===== config.mk =====
export PLATFORM = sky130hd
export DESIGN_NAME = debug_trace_gpio_port
export DESIGN_NICKNAME = d
export VERILOG_FILES = /design/src/hw/gpio_port_pkg.sv /design/src/hw/debug_trace_gpio_port.sv /design/src/hw/gpio_pad_ctrl.sv
export SDC_FILE = /design/constraint.sdc
export NUM_CORES = 1
export LEC_CHECK = 0
export BUFFER_PORTS_ARGS = -buffer_cell sky130_fd_sc_hd__buf_2
export CAP_MARGIN = 20
export CORE_UTILIZATION = 52
export DETAILED_ROUTE_END_ITERATION = 10
export GPL_TIMING_DRIVEN = 0
export PLACE_DENSITY = 0.88
export SLEW_MARGIN = 0
export SYNTH_ARGS = -nofsm -noshare
export SYNTH_HDL_FRONTEND = slang
export SYNTH_SLANG_ARGS = --single-unit

===== constraint.sdc =====
create_clock -name hclk -period 3.25 [get_ports hclk]
set_input_delay 0.1625 -clock hclk [delete_from_list [all_inputs] [get_ports hclk]]
set_output_delay 0.1625 -clock hclk [all_outputs]
set_load 0.1 [all_outputs]

===== src/hw/gpio_port_pkg.sv =====
// Purpose: shared constants and types for the debug/trace gpio port
// Assumes: 32-bit word-aligned register map, 12-bit offset decode
// Notes:   reset values follow the power-on pin assignment
package gpio_port_pkg;

  localparam int          PIN_COUNT     = 8;
  localparam int          FN_COUNT      = 7;
  localparam int          OFF_W         = 12;
  localparam int          DATA_W        = 32;

  // register offsets (byte addresses)
  localparam logic [11:0] OFF_PIN_DATA  = 12'h000;
  localparam logic [11:0] OFF_OUT_EN    = 12'h004;
  localparam logic [11:0] OFF_FUNC_SEL  = 12'h008;
  localparam logic [11:0] OFF_PULLUP    = 12'h02c;
  localparam logic [11:0] OFF_PULLDOWN  = 12'h030;
  localparam logic [11:0] OFF_IN_EN     = 12'h038;

  // reset values
  localparam logic [7:0]  DATA_RST      = 8'h00;
  localparam logic [7:0]  OUT_EN_RST    = 8'h01;
  localparam logic [6:0]  FUNC_RST      = 7'h03;
  localparam logic [7:0]  PULLUP_RST    = 8'h01;
  localparam logic [7:0]  PULLDOWN_RST  = 8'h02;
  localparam logic [7:0]  IN_EN_RST     = 8'h03;

  // writable bit masks
  localparam logic [7:0]  PULLUP_MASK   = 8'hfd;
  localparam logic [7:0]  PULLDOWN_MASK = 8'h02;

  // function bit positions
  localparam int          FN_DEBUG_DATA = 0;
  localparam int          FN_DEBUG_CLK  = 1;
  localparam int          FN_TRACE_CLK  = 2;
  localparam int          FN_TRACE_BIT0 = 3;

  localparam logic [1:0]  HTRANS_NONSEQ = 2'b10;
  localparam logic [1:0]  HTRANS_SEQ    = 2'b11;

  typedef enum logic [2:0] {
    SEL_NONE     = 3'b000,
    SEL_DATA     = 3'b001,
    SEL_OUT_EN   = 3'b010,
    SEL_FUNC     = 3'b011,
    SEL_PULLUP   = 3'b100,
    SEL_PULLDOWN = 3'b101,
    SEL_IN_EN    = 3'b110
  } reg_sel_t;

  typedef enum logic [1:0] {
    PH_IDLE      = 2'b00,
    PH_WRITE     = 2'b01,
    PH_READ_WAIT = 2'b10,
    PH_READ_DONE = 2'b11
  } bus_phase_t;

  // offset decode, shared by write and read paths
  function automatic reg_sel_t decode_offset(input logic [11:0] off);
    case (off)
      OFF_PIN_DATA: decode_offset = SEL_DATA;
      OFF_OUT_EN:   decode_offset = SEL_OUT_EN;
      OFF_FUNC_SEL: decode_offset = SEL_FUNC;
      OFF_PULLUP:   decode_offset = SEL_PULLUP;
      OFF_PULLDOWN: decode_offset = SEL_PULLDOWN;
      OFF_IN_EN:    decode_offset = SEL_IN_EN;
      default:      decode_offset = SEL_NONE;
    endcase
  endfunction

endpackage


===== src/hw/debug_trace_gpio_port.sv =====
// Purpose: eight-pin gpio port with debug and trace functions, AHB-Lite
// Assumes: single word transfers, one slave, hclk at 100 MHz
// Notes:   reads take one wait state, writes none; response always OKAY
//
// Summary of operation
// RULE_01: eight pins, each direction set on its own bit.
// RULE_02: after reset pin 0 is debug data, input, output, pull-up on.
// RULE_03: after reset pin 1 is debug clock, input and pull-down on.
// RULE_04: after reset pins 2 to 7 are plain port, all enables off.
// RULE_05: pin 0 as debug data keeps its driver in stop mode.
// RULE_06: software should return pin 1 to port use when unused.
// RULE_07: data register holds eight bits, reset zero, upper bits zero.
// RULE_08: output enable register, one bit per pin, only bit 0 set.
// RULE_09: function register bits 0 to 6 pick alternate use.
// RULE_10: pull-up register bits 7..2 and 0; bit 1 reads zero.
// RULE_11: pull-down register has only bit 1, reset to one.
// RULE_12: input enable register decoded at its own offset.
// RULE_13: stop mode without drive enable disables pin input and output.
// RULE_14: data read returns pin level where input is enabled.
`timescale 1ns/1ps
module debug_trace_gpio_port #(
  parameter int PINS = gpio_port_pkg::PIN_COUNT
) (
  input  wire logic              hclk,
  input  wire logic              hresetn,
  input  wire logic              hsel,
  input  wire logic [31:0]       haddr,
  input  wire logic [1:0]        htrans,
  input  wire logic              hwrite,
  input  wire logic [2:0]        hsize,
  input  wire logic [31:0]       hwdata,
  input  wire logic              hready,
  output logic                   hreadyout,
  output logic                   hresp,
  output logic      [31:0]       hrdata,
  input  wire logic              stop_mode,
  input  wire logic              drive_enable,
  input  wire logic              debug_data_out,
  input  wire logic              debug_data_oe,
  input  wire logic              trace_clock_out,
  input  wire logic [3:0]        trace_bit_out,
  output logic                   debug_data_in,
  output logic                   debug_clock_in,
  input  wire logic [PINS-1:0]   pin_in,
  output logic      [PINS-1:0]   pin_out,
  output logic      [PINS-1:0]   pin_oe,
  output logic      [PINS-1:0]   pin_ie,
  output logic      [PINS-1:0]   pin_pullup,
  output logic      [PINS-1:0]   pin_pulldown
);

  if (PINS != gpio_port_pkg::PIN_COUNT) begin : g_bad_pins
    $error("debug_trace_gpio_port supports exactly eight pins");
  end

  gpio_port_pkg::bus_phase_t phase_r;
  gpio_port_pkg::bus_phase_t phase_nxt;
  gpio_port_pkg::reg_sel_t   sel_r;
  gpio_port_pkg::reg_sel_t   rd_sel;

  logic [PINS-1:0] data_r;
  logic [PINS-1:0] oe_r;
  logic [6:0]      fn_r;
  logic [PINS-1:0] pu_r;
  logic [PINS-1:0] pd_r;
  logic [PINS-1:0] ie_r;
  logic [PINS-1:0] pin_level;
  logic [31:0]     rd_nxt;
  logic            accept;
  logic            wr_en;
  logic            wr_seen_r;

  // unused by a word-only slave
  logic            unused_size;
  assign unused_size = ^hsize;

  assign accept = hsel & hready &
                  ((htrans == gpio_port_pkg::HTRANS_NONSEQ) |
                   (htrans == gpio_port_pkg::HTRANS_SEQ));
  assign wr_en  = (phase_r == gpio_port_pkg::PH_WRITE);
  assign rd_sel = sel_r;

  assign hreadyout = (phase_r != gpio_port_pkg::PH_READ_WAIT);
  assign hresp     = 1'b0;

  always_comb begin
    phase_nxt = phase_r;
    case (phase_r)
      gpio_port_pkg::PH_READ_WAIT: phase_nxt = gpio_port_pkg::PH_READ_DONE;
      gpio_port_pkg::PH_IDLE,
      gpio_port_pkg::PH_WRITE,
      gpio_port_pkg::PH_READ_DONE: begin
        if (accept && hwrite) begin
          phase_nxt = gpio_port_pkg::PH_WRITE;
        end else if (accept) begin
          phase_nxt = gpio_port_pkg::PH_READ_WAIT;
        end else begin
          phase_nxt = gpio_port_pkg::PH_IDLE;
        end
      end
      default: phase_nxt = gpio_port_pkg::PH_IDLE;
    endcase
  end

  always_ff @(posedge hclk or negedge hresetn) begin
    if (!hresetn) begin
      phase_r <= gpio_port_pkg::PH_IDLE;
      sel_r   <= gpio_port_pkg::SEL_NONE;
    end else begin
      phase_r <= phase_nxt;
      if (accept && hreadyout) begin
        sel_r <= gpio_port_pkg::decode_offset(
                   haddr[gpio_port_pkg::OFF_W-1:0]); // RULE_12
      end
    end
  end

  // data latch
  always_ff @(posedge hclk or negedge hresetn) begin
    if (!hresetn) begin
      data_r <= gpio_port_pkg::DATA_RST; // RULE_07
    end else if (wr_en && sel_r == gpio_port_pkg::SEL_DATA) begin
      data_r <= hwdata[PINS-1:0]; // RULE_14
    end
  end

  // output enables
  always_ff @(posedge hclk or negedge hresetn) begin
    if (!hresetn) begin
      oe_r <= gpio_port_pkg::OUT_EN_RST; // RULE_08
    end else if (wr_en && sel_r == gpio_port_pkg::SEL_OUT_EN) begin
      oe_r <= hwdata[PINS-1:0]; // RULE_01
    end
  end

  // function select
  always_ff @(posedge hclk or negedge hresetn) begin
    if (!hresetn) begin
      fn_r <= gpio_port_pkg::FUNC_RST; // RULE_02
    end else if (wr_en && sel_r == gpio_port_pkg::SEL_FUNC) begin
      fn_r <= hwdata[gpio_port_pkg::FN_COUNT-1:0]; // RULE_09
    end
  end

  // pulls
  always_ff @(posedge hclk or negedge hresetn) begin
    if (!hresetn) begin
      pu_r <= gpio_port_pkg::PULLUP_RST;   // RULE_02
      pd_r <= gpio_port_pkg::PULLDOWN_RST; // RULE_03
    end else if (wr_en && sel_r == gpio_port_pkg::SEL_PULLUP) begin
      pu_r <= hwdata[PINS-1:0] & gpio_port_pkg::PULLUP_MASK; // RULE_10
    end else if (wr_en && sel_r == gpio_port_pkg::SEL_PULLDOWN) begin
      pd_r <= hwdata[PINS-1:0] & gpio_port_pkg::PULLDOWN_MASK; // RULE_11
    end
  end

  // input enables
  always_ff @(posedge hclk or negedge hresetn) begin
    if (!hresetn) begin
      ie_r <= gpio_port_pkg::IN_EN_RST; // RULE_04
    end else if (wr_en && sel_r == gpio_port_pkg::SEL_IN_EN) begin
      ie_r <= hwdata[PINS-1:0]; // RULE_12
    end
  end

  always_comb begin
    rd_nxt = '0;
    case (rd_sel)
      gpio_port_pkg::SEL_DATA:
        rd_nxt[PINS-1:0] = (pin_level & ie_r) | (data_r & ~ie_r); // RULE_14
      gpio_port_pkg::SEL_OUT_EN:   rd_nxt[PINS-1:0] = oe_r;
      gpio_port_pkg::SEL_FUNC:     rd_nxt[6:0]      = fn_r;
      gpio_port_pkg::SEL_PULLUP:   rd_nxt[PINS-1:0] = pu_r;
      gpio_port_pkg::SEL_PULLDOWN: rd_nxt[PINS-1:0] = pd_r;
      gpio_port_pkg::SEL_IN_EN:    rd_nxt[PINS-1:0] = ie_r;
      default:                     rd_nxt = '0;
    endcase
  end

  always_ff @(posedge hclk or negedge hresetn) begin
    if (!hresetn) begin
      hrdata <= '0;
    end else if (phase_r == gpio_port_pkg::PH_READ_WAIT) begin
      hrdata <= rd_nxt; // RULE_07
    end
  end

  gpio_pad_ctrl #(
    .PINS (PINS)
  ) u_gpio_pad_ctrl (
    .hclk            (hclk),
    .hresetn         (hresetn),
    .data_r          (data_r),
    .oe_r            (oe_r),
    .fn_r            (fn_r),
    .pu_r            (pu_r),
    .pd_r            (pd_r),
    .ie_r            (ie_r),
    .stop_mode       (stop_mode),
    .drive_enable    (drive_enable),
    .debug_data_out  (debug_data_out),
    .debug_data_oe   (debug_data_oe),
    .trace_clock_out (trace_clock_out),
    .trace_bit_out   (trace_bit_out),
    .pin_in          (pin_in),
    .pin_out         (pin_out),
    .pin_oe          (pin_oe),
    .pin_ie          (pin_ie),
    .pin_pullup      (pin_pullup),
    .pin_pulldown    (pin_pulldown),
    .pin_level       (pin_level),
    .debug_data_in   (debug_data_in),
    .debug_clock_in  (debug_clock_in)
  );

  // helper: no register write yet since reset
  always_ff @(posedge hclk or negedge hresetn) begin
    if (!hresetn) begin
      wr_seen_r <= 1'b0;
    end else if (wr_en) begin
      wr_seen_r <= 1'b1;
    end
  end
endmodule // debug_trace_gpio_port


===== src/hw/gpio_pad_ctrl.sv =====
// Purpose: per-pin function mux, stop-mode gating and pad control flops
// Assumes: pin inputs synchronous to hclk
// Notes:   pad controls are registered, one cycle behind the registers
`timescale 1ns/1ps
module gpio_pad_ctrl #(
  parameter int PINS = 8
) (
  input  wire logic            hclk,
  input  wire logic            hresetn,
  input  wire logic [PINS-1:0] data_r,
  input  wire logic [PINS-1:0] oe_r,
  input  wire logic [6:0]      fn_r,
  input  wire logic [PINS-1:0] pu_r,
  input  wire logic [PINS-1:0] pd_r,
  input  wire logic [PINS-1:0] ie_r,
  input  wire logic            stop_mode,
  input  wire logic            drive_enable,
  input  wire logic            debug_data_out,
  input  wire logic            debug_data_oe,
  input  wire logic            trace_clock_out,
  input  wire logic [3:0]      trace_bit_out,
  input  wire logic [PINS-1:0] pin_in,
  output logic      [PINS-1:0] pin_out,
  output logic      [PINS-1:0] pin_oe,
  output logic      [PINS-1:0] pin_ie,
  output logic      [PINS-1:0] pin_pullup,
  output logic      [PINS-1:0] pin_pulldown,
  output logic      [PINS-1:0] pin_level,
  output logic                 debug_data_in,
  output logic                 debug_clock_in
);

  logic            stop_gate;
  logic [PINS-1:0] out_nxt;
  logic [PINS-1:0] oe_nxt;
  logic [PINS-1:0] ie_nxt;

  assign stop_gate = stop_mode & ~drive_enable;

  always_comb begin
    out_nxt = data_r;
    oe_nxt  = oe_r;
    // alternate functions replace port data on pins 0 and 2..6
    if (fn_r[gpio_port_pkg::FN_DEBUG_DATA]) begin
      out_nxt[0] = debug_data_out;
      oe_nxt[0]  = oe_r[0] & debug_data_oe;
    end
    if (fn_r[gpio_port_pkg::FN_TRACE_CLK]) begin
      out_nxt[2] = trace_clock_out;
    end
    for (int i = 0; i < 4; i++) begin
      if (fn_r[gpio_port_pkg::FN_TRACE_BIT0 + i]) begin
        out_nxt[gpio_port_pkg::FN_TRACE_BIT0 + i] = trace_bit_out[i];
      end
    end
    ie_nxt = ie_r;
    if (stop_gate) begin
      ie_nxt = '0; // RULE_13
      oe_nxt = '0; // RULE_13
      if (fn_r[gpio_port_pkg::FN_DEBUG_DATA]) begin
        oe_nxt[0] = oe_r[0] & debug_data_oe; // RULE_05
      end
    end
  end

  always_ff @(posedge hclk or negedge hresetn) begin
    if (!hresetn) begin
      pin_out <= '0;
      pin_oe  <= '0;
      pin_ie  <= '0;
    end else begin
      pin_out <= out_nxt; // RULE_01
      pin_oe  <= oe_nxt;  // RULE_01
      pin_ie  <= ie_nxt;
    end
  end

  always_ff @(posedge hclk or negedge hresetn) begin
    if (!hresetn) begin
      pin_pullup   <= '0;
      pin_pulldown <= '0;
    end else begin
      pin_pullup   <= pu_r;
      pin_pulldown <= pd_r;
    end
  end

  always_ff @(posedge hclk or negedge hresetn) begin
    if (!hresetn) begin
      pin_level      <= '0;
      debug_data_in  <= 1'b0;
      debug_clock_in <= 1'b0;
    end else begin
      pin_level      <= pin_in & ie_nxt; // RULE_14
      debug_data_in  <= pin_in[0] & ie_nxt[0] &
                        fn_r[gpio_port_pkg::FN_DEBUG_DATA];
      debug_clock_in <= pin_in[1] & ie_nxt[1] &
                        fn_r[gpio_port_pkg::FN_DEBUG_CLK];
    end
  end

endmodule // gpio_pad_ctrl


==> results <==
- The top fanout value on the critical path is 6.
- After synthesis, the share of flip-flops with an asynchronous set or reset is 1.000.
- Signal routing reaches up to met4.
- The placed instance area is 0.004751 mm^2.
- The number of global-route vias before repair is 2775.
- The share of total power dissipated in sequential elements is 0.401.
- The analysis attributes to cell leakage a power of 2.552 nW.
- Once layout is complete, the utilization of the core stands at 0.6774.
- At the end of the flow, the number of nets in the layout was 535.
- In this run, synthesis produced a sequential element count of 94.
- The routed design uses 594 um of met3 wire.
- The transition time at the pin with the least slew margin is 0.6019 ns.
- The kind of start point of the critical path is a flip-flop.
- The initial utilization of the core area, before any placement, comes to 0.5469.
- Sorting the synthesized cells by area gives the leading types as sky130_fd_sc_hd__dfrtp_1 (54%), sky130_fd_sc_hd__mux2_2 (11%), sky130_fd_sc_hd__buf_4 (6.3%).
- Compared with the post-synthesis result, the final layout area differs by 23.87%.
- Of the cells placed in the final design, the portion with a size suffix greater than 1 is 0.4521.
- The wire length per cell after detailed routing is 16.32 um.
- The post-synthesis area per instance is 12.94 um^2.
- The type of the tightest min-delay check is in2reg.
- Clock-pin slew was measured on the worst setup and hold paths at 0.09 ns.
- The placeable core area is 0.007408 mm^2.
- The total global routing track utilization is 0.2338.
- Measured along the x axis, the die boundary spans 90.27 um.
- For this block, the routed nets add up to 8942 um of wire.
- The via-per-instance ratio is 5.126.
- The count of antenna-violating nets left after detailed routing is 0.
- The data arrival at the endpoint of the critical path is 1.66 ns.
- The synthesized netlist occupies a cell area of 0.004051 mm^2.
- The run finished with clean final reports.
- The number of clock sinks seen by CTS is 94.
- The total routed wire length on the met1 layer is 3741 um.
- The final setup skew is 0.009900 ns.
- The worst path in the final design needs a cycle of 1.818 ns, including I/O delays and setup.
- The final worst-path setup slack is 1.432 ns.
- Of the total power, combinational logic draws 0.317.
- The count of input and output buffers is 85.
- The number of flops mapped to enable cells by yosys is 0.
- Setup repair after global routing left no endpoint under its margin.
- The die span in y is 90.27 um.
- The detailed router finished its first iteration with 167 violations.
- In this run the worst setup path begins at phase_r[1]$_DFF_PN0_.
- Synthesis handed over a netlist of 313 instances.
- The number of library cell types mapped by synthesis is 45.
- The count of H-tree levels built during CTS is 3.
- The multi-input combinational cell area is 0.001483 mm^2.
- The internal cell power is 1.982 mW.
- The Yosys step of the flow raised 0 warnings.
- The total overflow left after global routing is 0.
- On the final layout, the worst hold slack is 0.02822 ns.
- The post-route standard cell area excluding fillers is 0.005019 mm^2.
- The floorplan step defined a die boundary enclosing 0.008148 mm^2.
- The maximum number of pins on one net before global-route repair is 68.
- The layout has 570 filler cells.
- At the end of routability-driven placement, the weighted congestion stood at 0.8323.
- The ratio of final minimum period to clock period is 0.5594.
- The I/O pin count is 167.
- After detailed routing, the number of remaining DRC violations is 0.
- In the detailed route, the total length drawn on met2 is 4305 um.
- The row count is 31.
- For this design the total switching power over the nets is 1.304 mW.
- The worst setup path is of the reg2out kind.
- The share of synthesized area occupied by flip-flops and latches is 0.5828.
- The maximum clock frequency is 0.5500 GHz.
- The largest total area in the synthesized netlist belongs to sky130_fd_sc_hd__dfrtp_1.
- The count of final hold-check violations is 0.
- The later pin in the worst-skew pair is clocked with a latency of 0.36 ns.
- VDD sags by at most 299.8 uV.
- STA puts the critical path data required time at 3.09 ns.
- The worst relative slew slack is 0.5983.
- The root buffer cell chosen for the clock tree is sky130_fd_sc_hd__clkbuf_8.
- The first TritonRoute pass finished after 7 iterations.
- Of the total power, the share spent switching nets is 0.3968.
- The TritonCTS clock tree is built.
- The TritonCTS buffer count is 9.
- The number of antenna violations at the first check in global routing was 0.
- The HPWL after detailed placement is 6125 um.
- For this run, the leading register cell type out of synthesis is sky130_fd_sc_hd__dfrtp_1.
- Power spread over the standard cell area amounts to 654.8 mW/mm^2.
- The worst register-to-register path begins at rd_sel[0]$_DFFE_PN0P_.
- The number of antenna repair diodes is 0.
- The fraction of power consumed by the clock network is 0.282.
- The global-route wire length before repair is 14320 um.
- In this run the most critical hold path is launched from trace_bit_out[0].
- The worst setup timing slack at the placement stage is 1.548 ns.
- The detailed router placed 2809 vias in this run.
- The number of slew-limit violations in the final report is 0.
- The number of gates resized after CTS was 0.
- The critical path capture point type is an output pin.
- The tool flagged a number of max-cap violations equal to 0.
- The deepest clock path buffer count is 2.
- The setup TNS is 0 ns.
- Setup violations remaining at the end of the flow were counted as 0.
- Of the post-synthesis cell area, the dominant cell type holds 0.5374.
- The sequential cells in the finished layout cover a total of 0.002361 mm^2.
-- worst max-delay path, cell delays in order, from the launching register on --
cell,delay [ns]
sky130_fd_sc_hd__dfrtp_1,0.42
sky130_fd_sc_hd__and2b_1,0.27
sky130_fd_sc_hd__inv_2,0.15
sky130_fd_sc_hd__buf_2,0.46
-- cells in the mapped netlist, types with 7 or more instances --
| cell type | n |
|---|---|
| sky130_fd_sc_hd__nand3_1 | 8 |
| sky130_fd_sc_hd__inv_1 | 7 |
| sky130_fd_sc_hd__dfstp_2 | 7 |
| sky130_fd_sc_hd__a21oi_1 | 8 |
| sky130_fd_sc_hd__and2_1 | 17 |
| sky130_fd_sc_hd__nand2_1 | 9 |
| sky130_fd_sc_hd__mux2_2 | 40 |
| sky130_fd_sc_hd__and3_1 | 9 |
| sky130_fd_sc_hd__mux2_4 | 8 |
| sky130_fd_sc_hd__dfrtp_1 | 87 |
| sky130_fd_sc_hd__o21ai_0 | 9 |
| sky130_fd_sc_hd__buf_4 | 34 |
-- power by group through the flow --
| stage | logic (mW) | clock network, mW | registers, mW |
|---|---|---|---|
| 3_3_place_gp | 1.02 | 0 | 1.33 |
| 5_1_grt | 1.08 | 0.989 | 1.33 |
| 3_5_place_dp | 1.04 | 0 | 1.34 |
| 4_1_cts | 1.04 | 0.937 | 1.32 |
| 6_report | 1.04 | 0.925 | 1.32 |
| 2_1_floorplan | 0.363 | 0 | 1.82 |
-- kinds of logic after synthesis --
logic type,share of synthesized area
other,0.0009256
AO/OA/AOI/OAI,0.06825
XOR/XNOR,0.002162
AND/OR/NAND/NOR,0.1066
flip-flops,0.5828
buffers and inverters,0.08091
multiplexers,0.1584
-- flip-flops by register name (all words and copies together) (netlist names), 8 cells and up --
register and cells:
ie_r 8, u_gpio_pad_ctrl.pin_level 8, u_gpio_pad_ctrl.pin_oe 8, hrdata 8, u_gpio_pad_ctrl.pin_ie 8, data_r 8, u_gpio_pad_ctrl.pin_out 8, oe_r 8
-- placed cells by master (no fill, tap or decap), types with 2 or more instances in the layout --
cell type                        n
sky130_fd_sc_hd__buf_2          88
sky130_fd_sc_hd__dfrtp_1        87
sky130_fd_sc_hd__mux2_2         40
sky130_fd_sc_hd__buf_4          35
sky130_fd_sc_hd__conb_1         33
sky130_fd_sc_hd__and2_1         17
sky130_fd_sc_hd__clkbuf_8       10
sky130_fd_sc_hd__and3_1          9
sky130_fd_sc_hd__o21ai_0         9
sky130_fd_sc_hd__nand2_1         9
sky130_fd_sc_hd__nand3_1         8
sky130_fd_sc_hd__a21oi_1         8
sky130_fd_sc_hd__mux2_4          8
sky130_fd_sc_hd__inv_1           7
sky130_fd_sc_hd__dfstp_2         7
sky130_fd_sc_hd__nand2b_1        6
sky130_fd_sc_hd__mux2i_1         6
sky130_fd_sc_hd__o22a_1          5
sky130_fd_sc_hd__nor2_1          5
sky130_fd_sc_hd__clkbuf_1        4
sky130_fd_sc_hd__a32oi_1         4
sky130_fd_sc_hd__o22ai_1         3
sky130_fd_sc_hd__nor2b_1         3
sky130_fd_sc_hd__nand3b_1        3
sky130_fd_sc_hd__nor4_1          3
sky130_fd_sc_hd__bufinv_16       3
sky130_fd_sc_hd__nor2b_2         2
sky130_fd_sc_hd__a31oi_1         2
sky130_fd_sc_hd__a32o_1          2
sky130_fd_sc_hd__dlygate4sd3_1   2
-- worst paths after layout --
kind / to / cells past startpoint / slack [ns]
hold reg to reg: u_gpio_pad_ctrl.pin_out[7]$_DFF_PN0_ / 0 / 0.40
max in group asynchronous: fn_r[1]$_DFFE_PN1P_ / 3 / 2.33
hold / removal: u_gpio_pad_ctrl.pin_out[3]$_DFF_PN0_ / 2 / 0.03
min in group asynchronous: data_r[1]$_DFFE_PN0P_ / 2 / 0.26
setup reg to reg: pu_r[7]$_DFFE_PN0N_ / 4 / 1.47
setup / recovery: hreadyout / 3 / 1.43
-- repair_timing --
| item | CTS | global route |
|---|---|---|
| hold buffers | 2 | 0 |
| setup buffers | 0 | 0 |
| endpoints found under the hold margin | 28 | 0 |
-- per-stage QoR --
stage          instances  power (mW)
3_3_place_gp         529       2.354
4_1_cts              548       3.299
5_1_grt              548       3.394
2_1_floorplan        345       2.182
6_report             548       3.286
3_5_place_dp         530       2.378
-- metal layers --
| layer | global-route usage | up-vias |
|---|---|---|
| li1 | - | 1288 |
| met1 | 0.3107 | 1349 |
| met2 | 0.3620 | 149 |
| met3 | 0.04125 | 23 |
| met4 | 0.1384 | 0 |
| met5 | 0 | - |
-- cell type report --
cell class | count | area share
buffer | 42 | 0.05934
clock buffer | 11 | 0.02817
clock inverter | 5 | 0.02119
inverter | 8 | 0.005984
multi-input combinational | 201 | 0.2954
sequential | 94 | 0.4705
tap | 99 | 0.02468
timing repair buffer | 88 | 0.09474
Power figures use the tool's default switching activity.
